--- src/design/ccu_defs.svh ---
// Register offsets, field positions, reset values and ladder figures of the comparator control unit.
// Assumes inclusion by bare name from the package and from the design modules.
`ifndef CCU_DEFS_SVH
`define CCU_DEFS_SVH

// ==========================================================================
// Register offsets (byte addresses within the block)
// ==========================================================================
`define CCU_BASE_ADDR 32'h4003_C000
`define CCU_OFS_MASKED_IRQ_STATUS 12'h000
`define CCU_OFS_RAW_IRQ_STATUS 12'h004
`define CCU_OFS_IRQ_ENABLE 12'h008
`define CCU_OFS_REFERENCE_CONTROL 12'h010
`define CCU_OFS_COMPARE_STATUS 12'h020
`define CCU_OFS_COMPARE_CONTROL 12'h024

// ==========================================================================
// Reset values
// ==========================================================================
`define CCU_RST_REG 32'h0000_0000

// ==========================================================================
// Field positions
// ==========================================================================
`define CCU_IRQ_BIT 0
`define CCU_REF_TAP_LSB 0
`define CCU_REF_TAP_MSB 3
`define CCU_REF_RANGE_BIT 8
`define CCU_REF_ENABLE_BIT 9
`define CCU_CTL_INVERT_BIT 1
`define CCU_CTL_IRQ_SENSE_LSB 2
`define CCU_CTL_IRQ_SENSE_MSB 3
`define CCU_CTL_IRQ_LEVEL_BIT 4
`define CCU_CTL_TRG_SENSE_LSB 5
`define CCU_CTL_TRG_SENSE_MSB 6
`define CCU_CTL_TRG_LEVEL_BIT 7
`define CCU_CTL_SRC_LSB 9
`define CCU_CTL_SRC_MSB 10
`define CCU_CTL_TRG_ENABLE_BIT 11
`define CCU_STAT_VALUE_BIT 1

// ==========================================================================
// Ladder figures
// ==========================================================================
`define CCU_LADDER_LOW_OFFSET 5'h08

`endif

--- src/design/ccu_pkg.sv ---
// Types shared by the comparator control unit modules.
// Assumes ccu_defs.svh sits on the include path.
`include "ccu_defs.svh"

package ccu_pkg;

    // ======================================================================
    // Event sense modes
    // ======================================================================
    typedef enum logic [1:0] {
        CCU_SENSE_LEVEL = 2'h0,
        CCU_SENSE_FALL = 2'h1,
        CCU_SENSE_RISE = 2'h2,
        CCU_SENSE_BOTH = 2'h3
    } ccu_sense_t;

    // ======================================================================
    // Positive input source codes
    // ======================================================================
    typedef enum logic [1:0] {
        CCU_SRC_PIN_A = 2'h0,
        CCU_SRC_PIN_B = 2'h1,
        CCU_SRC_INTERNAL = 2'h2,
        CCU_SRC_RESERVED = 2'h3
    } ccu_source_t;

endpackage : ccu_pkg

--- src/design/ccu_top.sv ---
// Comparator control unit: APB register file, source and ladder control, result routing,
// interrupt and ADC trigger generation around one analog comparator.
// Assumes the analog core returns its result asynchronously and that clk_gate_en_i comes
// from the system clock-gating logic on ref_clk_i.
//
// Operation
// - Source code 00/01 routes positive pin, 10 internal reference, 11 reserved.
// - Negative comparator input always connects to its dedicated pin.
// - Result drives output pin, interrupt source and ADC trigger.
// - Interrupt and ADC trigger have separate edge/level detection.
// - Ladder disabled gives ground reference regardless of tap.
// - Enabled, range 0: reference is (tap plus 8) over 32.
// - Enabled, range 1: reference is tap over 24.
// - Reference word 0x30C enables ladder, range 1, tap 12.
// - Control word 0x40C selects internal reference, output not inverted.
// - Software reads the result from the status register value bit.
// - Masked status W1C, raw status read-only, enable read/write, all reset zero.
// - Registers decode at offsets 0x00, 0x04, 0x08, 0x10, 0x20, 0x24.
// - Masked status bit 0 shows masked interrupt; writing 1 clears it.
//
// The APB interface to the registers was left to the implementer.
`include "ccu_defs.svh"

module ccu_top (
    input wire logic ref_clk_i,
    input wire logic rst_b_i,
    input wire logic clk_gate_en_i,
    input wire logic psel,
    input wire logic penable,
    input wire logic pwrite,
    input wire logic [11:0] paddr,
    input wire logic [31:0] pwdata,
    output logic [31:0] prdata,
    output logic pready,
    output logic pslverr,
    input wire logic compare_result_i,
    output logic pos_src_pin_o,
    output logic pos_src_internal_o,
    output logic neg_src_pin_o,
    output logic ladder_enable_o,
    output logic ladder_range_bit_o,
    output logic [4:0] ladder_numerator_o,
    output logic result_output_pin_o,
    output logic irq_o,
    output logic adc_trigger_o
);

    // ======================================================================
    // Register storage
    // ======================================================================
    logic compare_irq_bit;
    logic irq_enable;
    logic ref_enable;
    logic ladder_range_bit;
    logic [3:0] ref_tap;
    logic output_invert;
    ccu_pkg::ccu_sense_t irq_sense;
    logic irq_level;
    ccu_pkg::ccu_sense_t trg_sense;
    logic trg_level;
    ccu_pkg::ccu_source_t positive_source_select;
    logic trg_enable;

    // ======================================================================
    // Result synchronisation and edge history
    // ======================================================================
    logic result_sync;
    logic result_prev;
    logic irq_hit;
    logic trg_hit;

    // The analog result is asynchronous, so nothing reads it before two flops.
    ccu_sync u_result_sync (
        .ref_clk_i(ref_clk_i),
        .rst_b_i(rst_b_i),
        .async_i(compare_result_i),
        .sync_o(result_sync)
    );

    always_ff @(posedge ref_clk_i or negedge rst_b_i) begin
        if (!rst_b_i) begin
            result_prev <= 1'b0;
        end else begin
            result_prev <= result_sync;
        end
    end

    ccu_sense u_irq_sense (
        .cur_i(result_sync),
        .prev_i(result_prev),
        .mode_i(irq_sense),
        .level_i(irq_level),
        .hit_o(irq_hit)
    );

    ccu_sense u_trg_sense (
        .cur_i(result_sync),
        .prev_i(result_prev),
        .mode_i(trg_sense),
        .level_i(trg_level),
        .hit_o(trg_hit)
    );

    // ======================================================================
    // APB decode
    // ======================================================================
    logic bus_access;
    logic bus_write;
    logic bus_read;
    logic sel_mis;
    logic sel_ris;
    logic sel_inten;
    logic sel_ref;
    logic sel_stat;
    logic sel_ctl;
    logic addr_hit;
    logic wr_mis;
    logic wr_inten;
    logic wr_ref;
    logic wr_ctl;
    logic masked_irq;
    logic [31:0] next_prdata;

    // Access phase with the clock gate open; a gated-off block answers with an error.
    assign bus_access = psel & penable & clk_gate_en_i;
    assign bus_write = bus_access & pwrite;
    assign bus_read = bus_access & ~pwrite;

    assign sel_mis = (paddr == `CCU_OFS_MASKED_IRQ_STATUS);
    assign sel_ris = (paddr == `CCU_OFS_RAW_IRQ_STATUS);
    assign sel_inten = (paddr == `CCU_OFS_IRQ_ENABLE);
    assign sel_ref = (paddr == `CCU_OFS_REFERENCE_CONTROL);
    assign sel_stat = (paddr == `CCU_OFS_COMPARE_STATUS);
    assign sel_ctl = (paddr == `CCU_OFS_COMPARE_CONTROL);
    assign addr_hit = sel_mis | sel_ris | sel_inten | sel_ref | sel_stat | sel_ctl;

    assign wr_mis = bus_write & sel_mis;
    assign wr_inten = bus_write & sel_inten;
    assign wr_ref = bus_write & sel_ref;
    assign wr_ctl = bus_write & sel_ctl;

    // Zero wait states: every access completes in its first access cycle.
    assign pready = 1'b1;
    assign pslverr = psel & penable & (~addr_hit | ~clk_gate_en_i);

    // ======================================================================
    // Interrupt status
    // ======================================================================
    // masked bit forms the request
    assign masked_irq = compare_irq_bit & irq_enable;
    assign irq_o = masked_irq;

    // Level sense resets to level zero, so a low result sets the raw bit right after reset.
    // Software programs the sense mode and clears the bit before it enables the interrupt.
    // raw status sticky, set wins over clear
    always_ff @(posedge ref_clk_i or negedge rst_b_i) begin
        if (!rst_b_i) begin
            compare_irq_bit <= 1'b0;
        end else if (irq_hit) begin
            compare_irq_bit <= 1'b1;
        end else if (wr_mis && pwdata[`CCU_IRQ_BIT]) begin
            compare_irq_bit <= 1'b0;
        end
    end

    always_ff @(posedge ref_clk_i or negedge rst_b_i) begin
        if (!rst_b_i) begin
            irq_enable <= 1'b0;
        end else if (wr_inten) begin
            irq_enable <= pwdata[`CCU_IRQ_BIT];
        end
    end

    // ======================================================================
    // Reference and control registers
    // ======================================================================
    // Write data split into named fields; the field layout lives in the defs header.
    logic field_ref_enable;
    logic field_ref_range;
    logic [3:0] field_ref_tap;
    logic field_invert;
    ccu_pkg::ccu_sense_t field_irq_sense;
    logic field_irq_level;
    ccu_pkg::ccu_sense_t field_trg_sense;
    logic field_trg_level;
    ccu_pkg::ccu_source_t field_source;
    logic field_trg_enable;

    assign field_ref_enable = pwdata[`CCU_REF_ENABLE_BIT];
    assign field_ref_range = pwdata[`CCU_REF_RANGE_BIT];
    assign field_ref_tap = pwdata[`CCU_REF_TAP_MSB:`CCU_REF_TAP_LSB];
    assign field_invert = pwdata[`CCU_CTL_INVERT_BIT];
    assign field_irq_sense = ccu_pkg::ccu_sense_t'(pwdata[`CCU_CTL_IRQ_SENSE_MSB:`CCU_CTL_IRQ_SENSE_LSB]);
    assign field_irq_level = pwdata[`CCU_CTL_IRQ_LEVEL_BIT];
    assign field_trg_sense = ccu_pkg::ccu_sense_t'(pwdata[`CCU_CTL_TRG_SENSE_MSB:`CCU_CTL_TRG_SENSE_LSB]);
    assign field_trg_level = pwdata[`CCU_CTL_TRG_LEVEL_BIT];
    assign field_source = ccu_pkg::ccu_source_t'(pwdata[`CCU_CTL_SRC_MSB:`CCU_CTL_SRC_LSB]);
    assign field_trg_enable = pwdata[`CCU_CTL_TRG_ENABLE_BIT];

    always_ff @(posedge ref_clk_i or negedge rst_b_i) begin
        if (!rst_b_i) begin
            ref_enable <= 1'b0;
            ladder_range_bit <= 1'b0;
            ref_tap <= 4'h0;
        end else if (wr_ref) begin
            ref_enable <= field_ref_enable;
            ladder_range_bit <= field_ref_range;
            ref_tap <= field_ref_tap;
        end
    end

    always_ff @(posedge ref_clk_i or negedge rst_b_i) begin
        if (!rst_b_i) begin
            output_invert <= 1'b0;
            irq_sense <= ccu_pkg::CCU_SENSE_LEVEL;
            irq_level <= 1'b0;
            trg_sense <= ccu_pkg::CCU_SENSE_LEVEL;
            trg_level <= 1'b0;
            positive_source_select <= ccu_pkg::CCU_SRC_PIN_A;
            trg_enable <= 1'b0;
        end else if (wr_ctl) begin
            output_invert <= field_invert;
            irq_sense <= field_irq_sense;
            irq_level <= field_irq_level;
            trg_sense <= field_trg_sense;
            trg_level <= field_trg_level;
            positive_source_select <= field_source;
            trg_enable <= field_trg_enable;
        end
    end

    // ======================================================================
    // Read data
    // ======================================================================
    logic [31:0] rd_ref;
    logic [31:0] rd_ctl;

    always_comb begin
        rd_ref = `CCU_RST_REG;
        rd_ref[`CCU_REF_ENABLE_BIT] = ref_enable;
        rd_ref[`CCU_REF_RANGE_BIT] = ladder_range_bit;
        rd_ref[`CCU_REF_TAP_MSB:`CCU_REF_TAP_LSB] = ref_tap;
    end

    always_comb begin
        rd_ctl = `CCU_RST_REG;
        rd_ctl[`CCU_CTL_INVERT_BIT] = output_invert;
        rd_ctl[`CCU_CTL_IRQ_SENSE_MSB:`CCU_CTL_IRQ_SENSE_LSB] = irq_sense;
        rd_ctl[`CCU_CTL_IRQ_LEVEL_BIT] = irq_level;
        rd_ctl[`CCU_CTL_TRG_SENSE_MSB:`CCU_CTL_TRG_SENSE_LSB] = trg_sense;
        rd_ctl[`CCU_CTL_TRG_LEVEL_BIT] = trg_level;
        rd_ctl[`CCU_CTL_SRC_MSB:`CCU_CTL_SRC_LSB] = positive_source_select;
        rd_ctl[`CCU_CTL_TRG_ENABLE_BIT] = trg_enable;
    end

    always_comb begin
        next_prdata = `CCU_RST_REG;
        if (sel_mis) begin
            next_prdata[`CCU_IRQ_BIT] = masked_irq;
        end else if (sel_ris) begin
            next_prdata[`CCU_IRQ_BIT] = compare_irq_bit;
        end else if (sel_inten) begin
            next_prdata[`CCU_IRQ_BIT] = irq_enable;
        end else if (sel_ref) begin
            next_prdata = rd_ref;
        end else if (sel_stat) begin
            next_prdata[`CCU_STAT_VALUE_BIT] = result_sync;
        end else if (sel_ctl) begin
            next_prdata = rd_ctl;
        end
    end

    // Read data is registered in the setup cycle so it stands stable through the access.
    always_ff @(posedge ref_clk_i or negedge rst_b_i) begin
        if (!rst_b_i) begin
            prdata <= `CCU_RST_REG;
        end else if (psel && !penable && !pwrite && clk_gate_en_i) begin
            prdata <= next_prdata;
        end else if (bus_read) begin
            prdata <= prdata;
        end else begin
            prdata <= `CCU_RST_REG;
        end
    end

    // ======================================================================
    // Analog side controls
    // ======================================================================
    logic next_pos_pin;
    logic next_pos_internal;
    logic [4:0] next_numerator;

    // positive source routing; reserved code connects nothing
    assign next_pos_pin = (positive_source_select == ccu_pkg::CCU_SRC_PIN_A) |
                          (positive_source_select == ccu_pkg::CCU_SRC_PIN_B);
    assign next_pos_internal = (positive_source_select == ccu_pkg::CCU_SRC_INTERNAL);

    assign next_numerator = !ref_enable ? 5'h00 :
                            ladder_range_bit ? {1'b0, ref_tap} :
                            ({1'b0, ref_tap} + `CCU_LADDER_LOW_OFFSET);

    always_ff @(posedge ref_clk_i or negedge rst_b_i) begin
        if (!rst_b_i) begin
            pos_src_pin_o <= 1'b0;
            pos_src_internal_o <= 1'b0;
            neg_src_pin_o <= 1'b0;
            ladder_enable_o <= 1'b0;
            ladder_range_bit_o <= 1'b0;
            ladder_numerator_o <= 5'h00;
        end else begin
            pos_src_pin_o <= next_pos_pin;
            pos_src_internal_o <= next_pos_internal;
            neg_src_pin_o <= 1'b1;
            ladder_enable_o <= ref_enable;
            ladder_range_bit_o <= ladder_range_bit;
            ladder_numerator_o <= next_numerator;
        end
    end

    // ======================================================================
    // Result routing
    // ======================================================================
    // pin and ADC trigger outputs
    always_ff @(posedge ref_clk_i or negedge rst_b_i) begin
        if (!rst_b_i) begin
            result_output_pin_o <= 1'b0;
            adc_trigger_o <= 1'b0;
        end else begin
            result_output_pin_o <= result_sync ^ output_invert;
            adc_trigger_o <= trg_hit & trg_enable;
        end
    end

endmodule : ccu_top

--- src/design/ccu_sync.sv ---
// Two-stage synchroniser for one level coming from outside the clock domain.
// Assumes the input may change at any time relative to ref_clk_i.
module ccu_sync (
    input wire logic ref_clk_i,
    input wire logic rst_b_i,
    input wire logic async_i,
    output logic sync_o
);

    logic stage_one;

    always_ff @(posedge ref_clk_i or negedge rst_b_i) begin
        if (!rst_b_i) begin
            stage_one <= 1'b0;
            sync_o <= 1'b0;
        end else begin
            stage_one <= async_i;
            sync_o <= stage_one;
        end
    end

endmodule : ccu_sync

--- src/design/ccu_sense.sv ---
// Edge or level detector for one path of the comparison result.
// Assumes cur_i and prev_i are already synchronised and one cycle apart.
module ccu_sense (
    input wire logic cur_i,
    input wire logic prev_i,
    input wire ccu_pkg::ccu_sense_t mode_i,
    input wire logic level_i,
    output logic hit_o
);

    logic rise;
    logic fall;

    assign rise = cur_i & ~prev_i;
    assign fall = ~cur_i & prev_i;

    always_comb begin
        case (mode_i)
            ccu_pkg::CCU_SENSE_LEVEL: hit_o = (cur_i == level_i);
            ccu_pkg::CCU_SENSE_FALL: hit_o = fall;
            ccu_pkg::CCU_SENSE_RISE: hit_o = rise;
            default: hit_o = rise | fall;
        endcase
    end

endmodule : ccu_sense

--- config.mk ---
export PLATFORM = sky130hd
export DESIGN_NAME = ccu_top
export DESIGN_NICKNAME = d
export VERILOG_FILES = /design/src/design/ccu_pkg.sv /design/src/design/ccu_top.sv /design/src/design/ccu_sync.sv /design/src/design/ccu_sense.sv
export VERILOG_INCLUDE_DIRS = /design/src /design/src/design
export SDC_FILE = /design/constraint.sdc
export NUM_CORES = 1
export LEC_CHECK = 0
export ABC_CLOCK_PERIOD_IN_PS = 2300
export BUFFER_PORTS_ARGS = -buffer_cell sky130_fd_sc_hd__buf_2
export CORE_MARGIN = 1
export CORE_UTILIZATION = 46
export DETAILED_ROUTE_END_ITERATION = 12
export HOLD_SLACK_MARGIN = 0.05
export PLACE_DENSITY = 0.79
export SLEW_MARGIN = 40
export SYNTH_ARGS = -nofsm -noshare
export SYNTH_HDL_FRONTEND = slang
export SYNTH_SLANG_ARGS = --single-unit
export TNS_END_PERCENT = 50
--- constraint.sdc ---
create_clock -name ref_clk_i -period 2.3 [get_ports ref_clk_i]
set_clock_uncertainty 0.1 [all_clocks]
set_input_delay 0.46 -clock ref_clk_i [delete_from_list [all_inputs] [get_ports ref_clk_i]]
set_output_delay 0.46 -clock ref_clk_i [all_outputs]
set_load 0.05 [all_outputs]
## After elaboration in Yosys (flattened, before gate mapping)

Index checks and enable logic that the tools add are counted.

- Register bits: 65
- Input port bits: 51
- Word-level logic and storage cells: 96
- Output and inout port bits: 47

- Muxes and demuxes: 19
- Bitwise operators: 27
- Reduce and logical (&&, ||, !) cells: 11
- $add $sub $neg: 1
- Eq/ne operators: 14

Operators with widths:

| operator | count |
|---|---|
| $mux W32 | 3 |
| $mux W31 | 3 |
| $eq A12 B6 Y1 const B | 2 |
| $and A1 B1 Y1 | 13 |
| $eq A12 B3 Y1 const B | 1 |
| $eq A12 B4 Y1 const B | 1 |
| $eq A12 B5 Y1 const B | 1 |
| $logic_not A12 Y1 | 1 |
| $mux W12 | 1 |
| $mux W10 | 1 |
| $mux W5 | 2 |
| $or A1 B1 Y1 | 8 |
| $mux W1 | 7 |
| $eq A2 B1 Y1 const B | 3 |
| $eq A2 B2 Y1 const B | 3 |
| $logic_not A2 Y1 | 3 |
| $pmux W1 S3 | 2 |
| $add A4 B4 Y5 const B | 1 |
| $not A1 Y1 | 5 |
| $logic_and A1 B1 Y1 | 4 |
| $eq A1 B1 Y1 | 2 |
| $logic_not A1 Y1 | 2 |
| $ne A2 B1 Y1 const B | 1 |
| $reduce_bool A2 Y1 | 1 |
| $xor A1 B1 Y1 | 1 |

## Longest topological paths before layout

Gate-level depths: netlist of run 1.

- Depth after elaboration: 9
- Depth in mapped cells: 5
- Depth with buffers taken out: 5

## Modules after synthesis

Synthesis of run 1 repeated with hierarchy kept, for this count alone.

- Cell total of the unflattened synthesis: 172
- Area total of the unflattened synthesis: 2182.1 um^2

Modules (own cells, without submodules):

| module | area an instance (um^2) | sequential area each (um^2) | cells an instance | times used |
|---|---|---|---|---|
| ccu_top | 1996.9 | 1076.0 | 156 | 1 |
| ccu_sense | 67.6 | 0.0 | 7 | 2 |
| ccu_sync | 50.0 | 50.0 | 2 | 1 |

## Worst setup path before layout of run 1

OpenSTA, ideal clock, no wires.

- Path type: input port to output port
- Start: in paddr[2]
- End: out pslverr
- Arrival: 1505 ps
- Stages on the path: 5
- Path slack: 235 ps
- Data required time: 1740 ps
- Buffers on the path: 1
- Cell sequence: buf_2 > or2_2 > a21oi_1 > o21ai_0 > o211a_1

- Longest elaborated chain between the ends: 9
- Elaborated cells between the ends (all ways): 14
- Those cells by class: eq/ne: 5; bitwise: 8; reduce/logical: 1

RTL lines:

| element | line | RTL |
|---|---|---|
| start, declared | ccu_top.sv:31 | `input wire logic [11:0] paddr,` |
| $eq A12 B3 Y1 (no line) or $logic_not A12 Y1 (tied branches) | - |  |
| $or A1 B1 Y1 (4 in a row) | ccu_top.sv:135 | `assign addr_hit = sel_mis \| sel_ris \| sel_inten \| sel_ref \| sel_stat \| sel_ctl;` |
| $or A1 B1 Y1 * | ccu_top.sv:135 |  |
| $not A1 Y1 * | ccu_top.sv:144 | `assign pslverr = psel & penable & (~addr_hit \| ~clk_gate_en_i);` |
| $or A1 B1 Y1 * | ccu_top.sv:144 |  |
| $and A1 B1 Y1 * | ccu_top.sv:144 |  |
| end, declared | ccu_top.sv:35 | `output logic pslverr,` |

Every way passes the cells marked *; elsewhere a longest branch is shown, timed or not.

## Worst setup path in the final report of run 1

- Start: in paddr[5]
- End: out pslverr

Same word-level chain as after synthesis.

==> flow_summary.toml, run 1 <==
[placement]
place_area_sq_mm = 0.00239
hpwl_mm = 3.02
gp_congestion = 0.878
port_buffers = 56

[detailed_routing]
dr.pass1.iters = 4
avgViaCountPerCell = 5.05
post_drt_wl_per_cell_microns = 13.8
route.detailed.drc = 0
drt_wl_total_mm = 4.04
ant_nets = 0
drt_first_iter_violations = 38
vias = 1480

[global_route]
gr-usage-all-layers = 0.185
grt_start_max_net_pins = 30
antenna_found_initial = 0
grt_first_pass_wirelength_mm = 6.89
grt-ovfl-total = 0
grt_pass1_vias = 1446

[timing]
hold_ws_ps = 74.5
hold_viol_final = 0
drv_slew = 0
max-slew-margin-rel = 0.575
tightest_slew_ps = 637
fin_crit_ps = 2150
finalCritPeriodShare = 0.933
setup_violations = 0
setup_tns_ps = 0
clock.fmax_mhz = 466
rsz0062_at_grt = "false"

[cells_and_area]
antenna_cells = 0
finish.net_count = 294
final_cell_mix = "buf_2 (56), dfrtp_1 (45), conb_1 (22)"
syn2layout_area_growth_pct = 17.9
final_util = 0.565
drive_gt1_frac = 0.390
final_area_sq_mm = 0.00248
final_common_cell = "buf_2"

[floorplan]
rows = 24
initial_utilization = 0.479
die_w_microns = 69.6
io_pins = 98
die_y_microns = 69.6
die-area_sq_mm = 0.00484
core_area_sq_mm = 0.00438

[pwr]
p_total_uw = 1440
sw_frac_of_total = 0.274
ir_worst_vdd_mv = 0.313
p_clk_frac = 0.322
leakage_uw = 0.00131
switchingPower_uw = 396
seqPwrFrac = 0.553
p_int_uw = 1050
p_comb_frac = 0.125
powerDensity_mw_per_mm2 = 583

[synth]
ys_ff_latch = 45
syn_inst = 175
async_flop_share = 1.00
ys_warn_count = 0
synth_cell_types = 42
synth-main-ff-cell = "dfrtp_1"
syn_area_sq_mm = 0.00210
seq_area_frac_synth = 0.536
synth_area_per_cell_sq_um = 12.0
synth-edff-count = 0

[clock_network]
cts_tree = "done"
cts_setup_buffers = 0
cts_root_buf = "clkbuf_8"
worstSkewPairLatency_ps = 290
cts_made_buffers = 5
cts.reportedPaths.clkPinSlew_ps = 80
ctsHoldBuffers = 0
h-tree-depth = 2
max-clock-path-buffers = 2
cts.sinks = 45
cts.repair.resized = 0

[worst_setup_path]
path_class = "primary input to output port"
cp.required_ps = 1740
worstPathArrival_ps = 1590
r2r_setup_slack_ps = 520
r2r_cells = 5
cp-start-kind = "primary input"
crit_fanout = 8
end_kind = "output port"

[min_path]
hp-class = "primary input to async pin"

[run]
max_cap_viol_count = 0

[run_status]
status = "complete, no violations"
Yosys cell counts (2+ instances only):
cell type  number  area [sq um]
a211oi_1        2          15.0
a21oi_1         2          10.0
a22o_1          6          52.6
a22oi_1         3          22.5
and2_1          7          43.8
buf_2           2          10.0
buf_4          22           165
conb_1          2          7.51
dfrtp_1        45          1130
ha_1            3          37.5
inv_1           6          22.5
mux2_2         16           180
nand2_1        11          41.3
nand3_1         2          10.0
nor2_1          7          26.3
nor2b_1         2          12.5
nor3_1          2          10.0
o211ai_1        3          22.5
o21ai_0         7          35.0
o31ai_1         2          15.0
xor2_1          2          17.5
layout make-up:
cell class,count,area [sq um]
Inverter,6,22.5
Timing Repair Buffer,63,333
Tap cell,52,65.1
Multi-Input combinational cell,119,847
Clock buffer,6,72.6
Sequential cell,45,1130
Fill cell,378,1910
Clock inverter,2,10.0
metrics by stage:
stage | std cells | setup slack (ps)
6_report | 293 | 153
5_1_grt | 293 | 127
4_1_cts | 293 | 174
3_5_place_dp | 285 | 184
3_3_place_gp | 285 | 161
2_1_floorplan | 195 | 235
layer usage:
| layer | GRT usage | share of wire |
|---|---|---|
| met1 | 0.247 | 0.43 |
| met2 | 0.274 | 0.47 |
| met3 | 0.0640 | 0.086 |
| met4 | 0.0816 | 0.019 |
| met5 | 0 | 0 |
state kept, by name, indices dropped and copies added (netlist names), 2 cells and up:
name,flops
ref_tap,4
ladder_numerator_o,5
irq_sense,2
positive_source_select,2
trg_sense,2
prdata,12
critical path, cell delays in order:
cell and delay, ps:
buf_2 150, or2_2 290, a21oi_1 160, o21ai_0 100
o211a_1 220, buf_2 210
power groups by stage:
stage	clock [uW]	sequential (uW)	combinational, uW
after floorplan	0	821	138
after global placement	0	814	178
after detailed placement	0	814	180
after CTS	481	799	181
after global routing	515	799	194
final	465	799	180
final timing paths:
check,endpoint,from
worst max register to register,adc_trigger_o,u_result_sync.sync_o
worst min-delay path,prdata[0],rst_b_i
worst max-delay path,pslverr,paddr[5]
min in group ref_clk_i,u_result_sync.stage_one,compare_result_i
worst min register to register,u_result_sync.sync_o,u_result_sync.stage_one
max in group asynchronous,ref_tap[3],rst_b_i
cells by family (layout without fill, tap and decap cells):
kind of cell,Yosys count,count (layout),share of synthesized area
simple gates,46,46,0.141
flops,45,45,0.536
fa+ha+maj,3,3,0.0179
other cells,2,22,0.00358
buf+inv,31,77,0.0959
mux,18,18,0.102
compound gates,27,27,0.0912
xor+xnor,3,3,0.0125
Power figures use the tool's default switching activity.
==> inputs of run 2 (changes only) <==
- CTS_BUF_LIST: unset -> sky130_fd_sc_hd__clkbuf_16
==> flow_summary.toml, run 2 (synthesis results as in run 1) <==
[clock_network]
cts_made_buffers = 5
h-tree-depth = 2
cts.sinks = 45
cts.reportedPaths.clkPinSlew_ps = 60
cts.repair.resized = 0
cts_tree = "done"
cts_root_buf = "clkbuf_16"
ctsHoldBuffers = 0
worstSkewPairLatency_ps = 280
max-clock-path-buffers = 2
cts_setup_buffers = 0

[floorplan]
rows = 24
core_area_sq_mm = 0.00438
die-area_sq_mm = 0.00484
die_y_microns = 69.6
io_pins = 98
initial_utilization = 0.479
die_w_microns = 69.6

[worst_setup_path]
critPathSlowestCell = "or2_2"
cp.required_ps = 1740
cp-start-kind = "primary input"
crit_chain = "buf_2 > or2_2 > a21oi_1 > o21ai_0 > o211a_1 > buf_2"
path_class = "primary input to output port"
worstPathArrival_ps = 1590
cpMostUsedCell = "buf_2"
r2r_setup_slack_ps = 530
end_kind = "output port"
crit_fanout = 8
slowest_delay_ps = 300

[pwr]
p_total_uw = 1650
leakage_uw = 0.00134
ir_worst_vdd_mv = 0.453
powerDensity_mw_per_mm2 = 653

[cells_and_area]
top_regs = "prdata: 12 flops, ladder_numerator_o: 5 flops, ref_tap: 4 flops"
regMostFlops = "prdata"
largest_reg_flops = 12
final_area_sq_mm = 0.00253
syn2layout_area_growth_pct = 20.6
antenna_cells = 0
final_common_cell = "buf_2"
final_cell_mix = "buf_2 (56), dfrtp_1 (45), conb_1 (22)"
final_util = 0.578
finish.net_count = 294
drive_gt1_frac = 0.390

[placement]
pre_cts_ws_ps = 184
port_buffers = 56
gp_congestion = 0.878
place_area_sq_mm = 0.00239
hpwl_mm = 3.02

[run]
max_cap_viol_count = 0

[detailed_routing]
drt_wl_total_mm = 4.06
vias = 1479
ant_nets = 0
drt_first_iter_violations = 81
dr.pass1.iters = 4
avgViaCountPerCell = 5.05
route.detailed.drc = 0
post_drt_wl_per_cell_microns = 13.8

[global_route]
gr-usage-all-layers = 0.184
antenna_found_initial = 0
grt_first_pass_wirelength_mm = 6.90
grt_pass1_vias = 1458
grt_start_max_net_pins = 30
grt-ovfl-total = 0

[timing]
max-slew-margin-rel = 0.573
finalCritPeriodShare = 0.936
setup_violations = 0
tightest_slew_ps = 640
setup_tns_ps = 0
rsz0062_at_grt = "false"
layout_setup_ws_ps = 147
hold_viol_final = 0
clock.fmax_mhz = 464
fin_crit_ps = 2150
drv_slew = 0

[min_path]
hp-class = "primary input to async pin"

[run_status]
status = "complete, no violations"
## run 2: changes by cell type in the layout (fill, tap and decap cells not counted)
| cell | previous run | this run |
|---|---|---|
| clkbuf_1 | 1 | 0 |
| clkbuf_8 | 5 | 0 |
| inv_1 | 6 | 7 |
| clkbuf_16 | 0 | 5 |
## run 2: layer usage
layer,GRT usage,part of all wire,vias up
li1,-,-,700
met1,0.244,0.43,708
met2,0.280,0.47,66
met3,0.0640,0.085,5
met4,0.0680,0.015,0
met5,0,0,-
## run 2: through the flow
stage	instances	hold WS [ps]
2_1_floorplan	195	64.4
3_3_place_gp	285	233
3_5_place_dp	285	235
4_1_cts	293	116
5_1_grt	293	158
6_report	293	97.4
## run 2: cell type report
type	count	area, sq um
fill	367	1850
sequential	45	1130
tap	52	65.1
multi-input combinational	119	847
timing repair buffer	63	333
inverter	6	22.5
clock buffer	5	125
clock inverter	3	13.8
## run 2: path summary, 6_finish.rpt
path	cells past startpoint	to	start
max	6	pslverr	paddr[5]
min	1	prdata[0]	rst_b_i
max reg2reg	5	adc_trigger_o	u_result_sync.sync_o
min reg2reg	0	u_result_sync.sync_o	u_result_sync.stage_one
max in group asynchronous	2	ref_tap[3]	rst_b_i
min in group ref_clk_i	1	u_result_sync.stage_one	compare_result_i
## run 2: critical path: cells and delay by family
| kind | cells | cell delay, ps |
|---|---|---|
| buffers and inverters | 2 | 360 |
| AND/OR/NAND/NOR | 1 | 300 |
| AO/OA/AOI/OAI | 3 | 480 |
## run 2: power by group
part	switching, uW	leakage [uW]	internal [uW]
clock	280	0.0000748	394
sequential	3.67	0.000607	796
combinational	138	0.000661	41.7
total	422	0.00134	1230
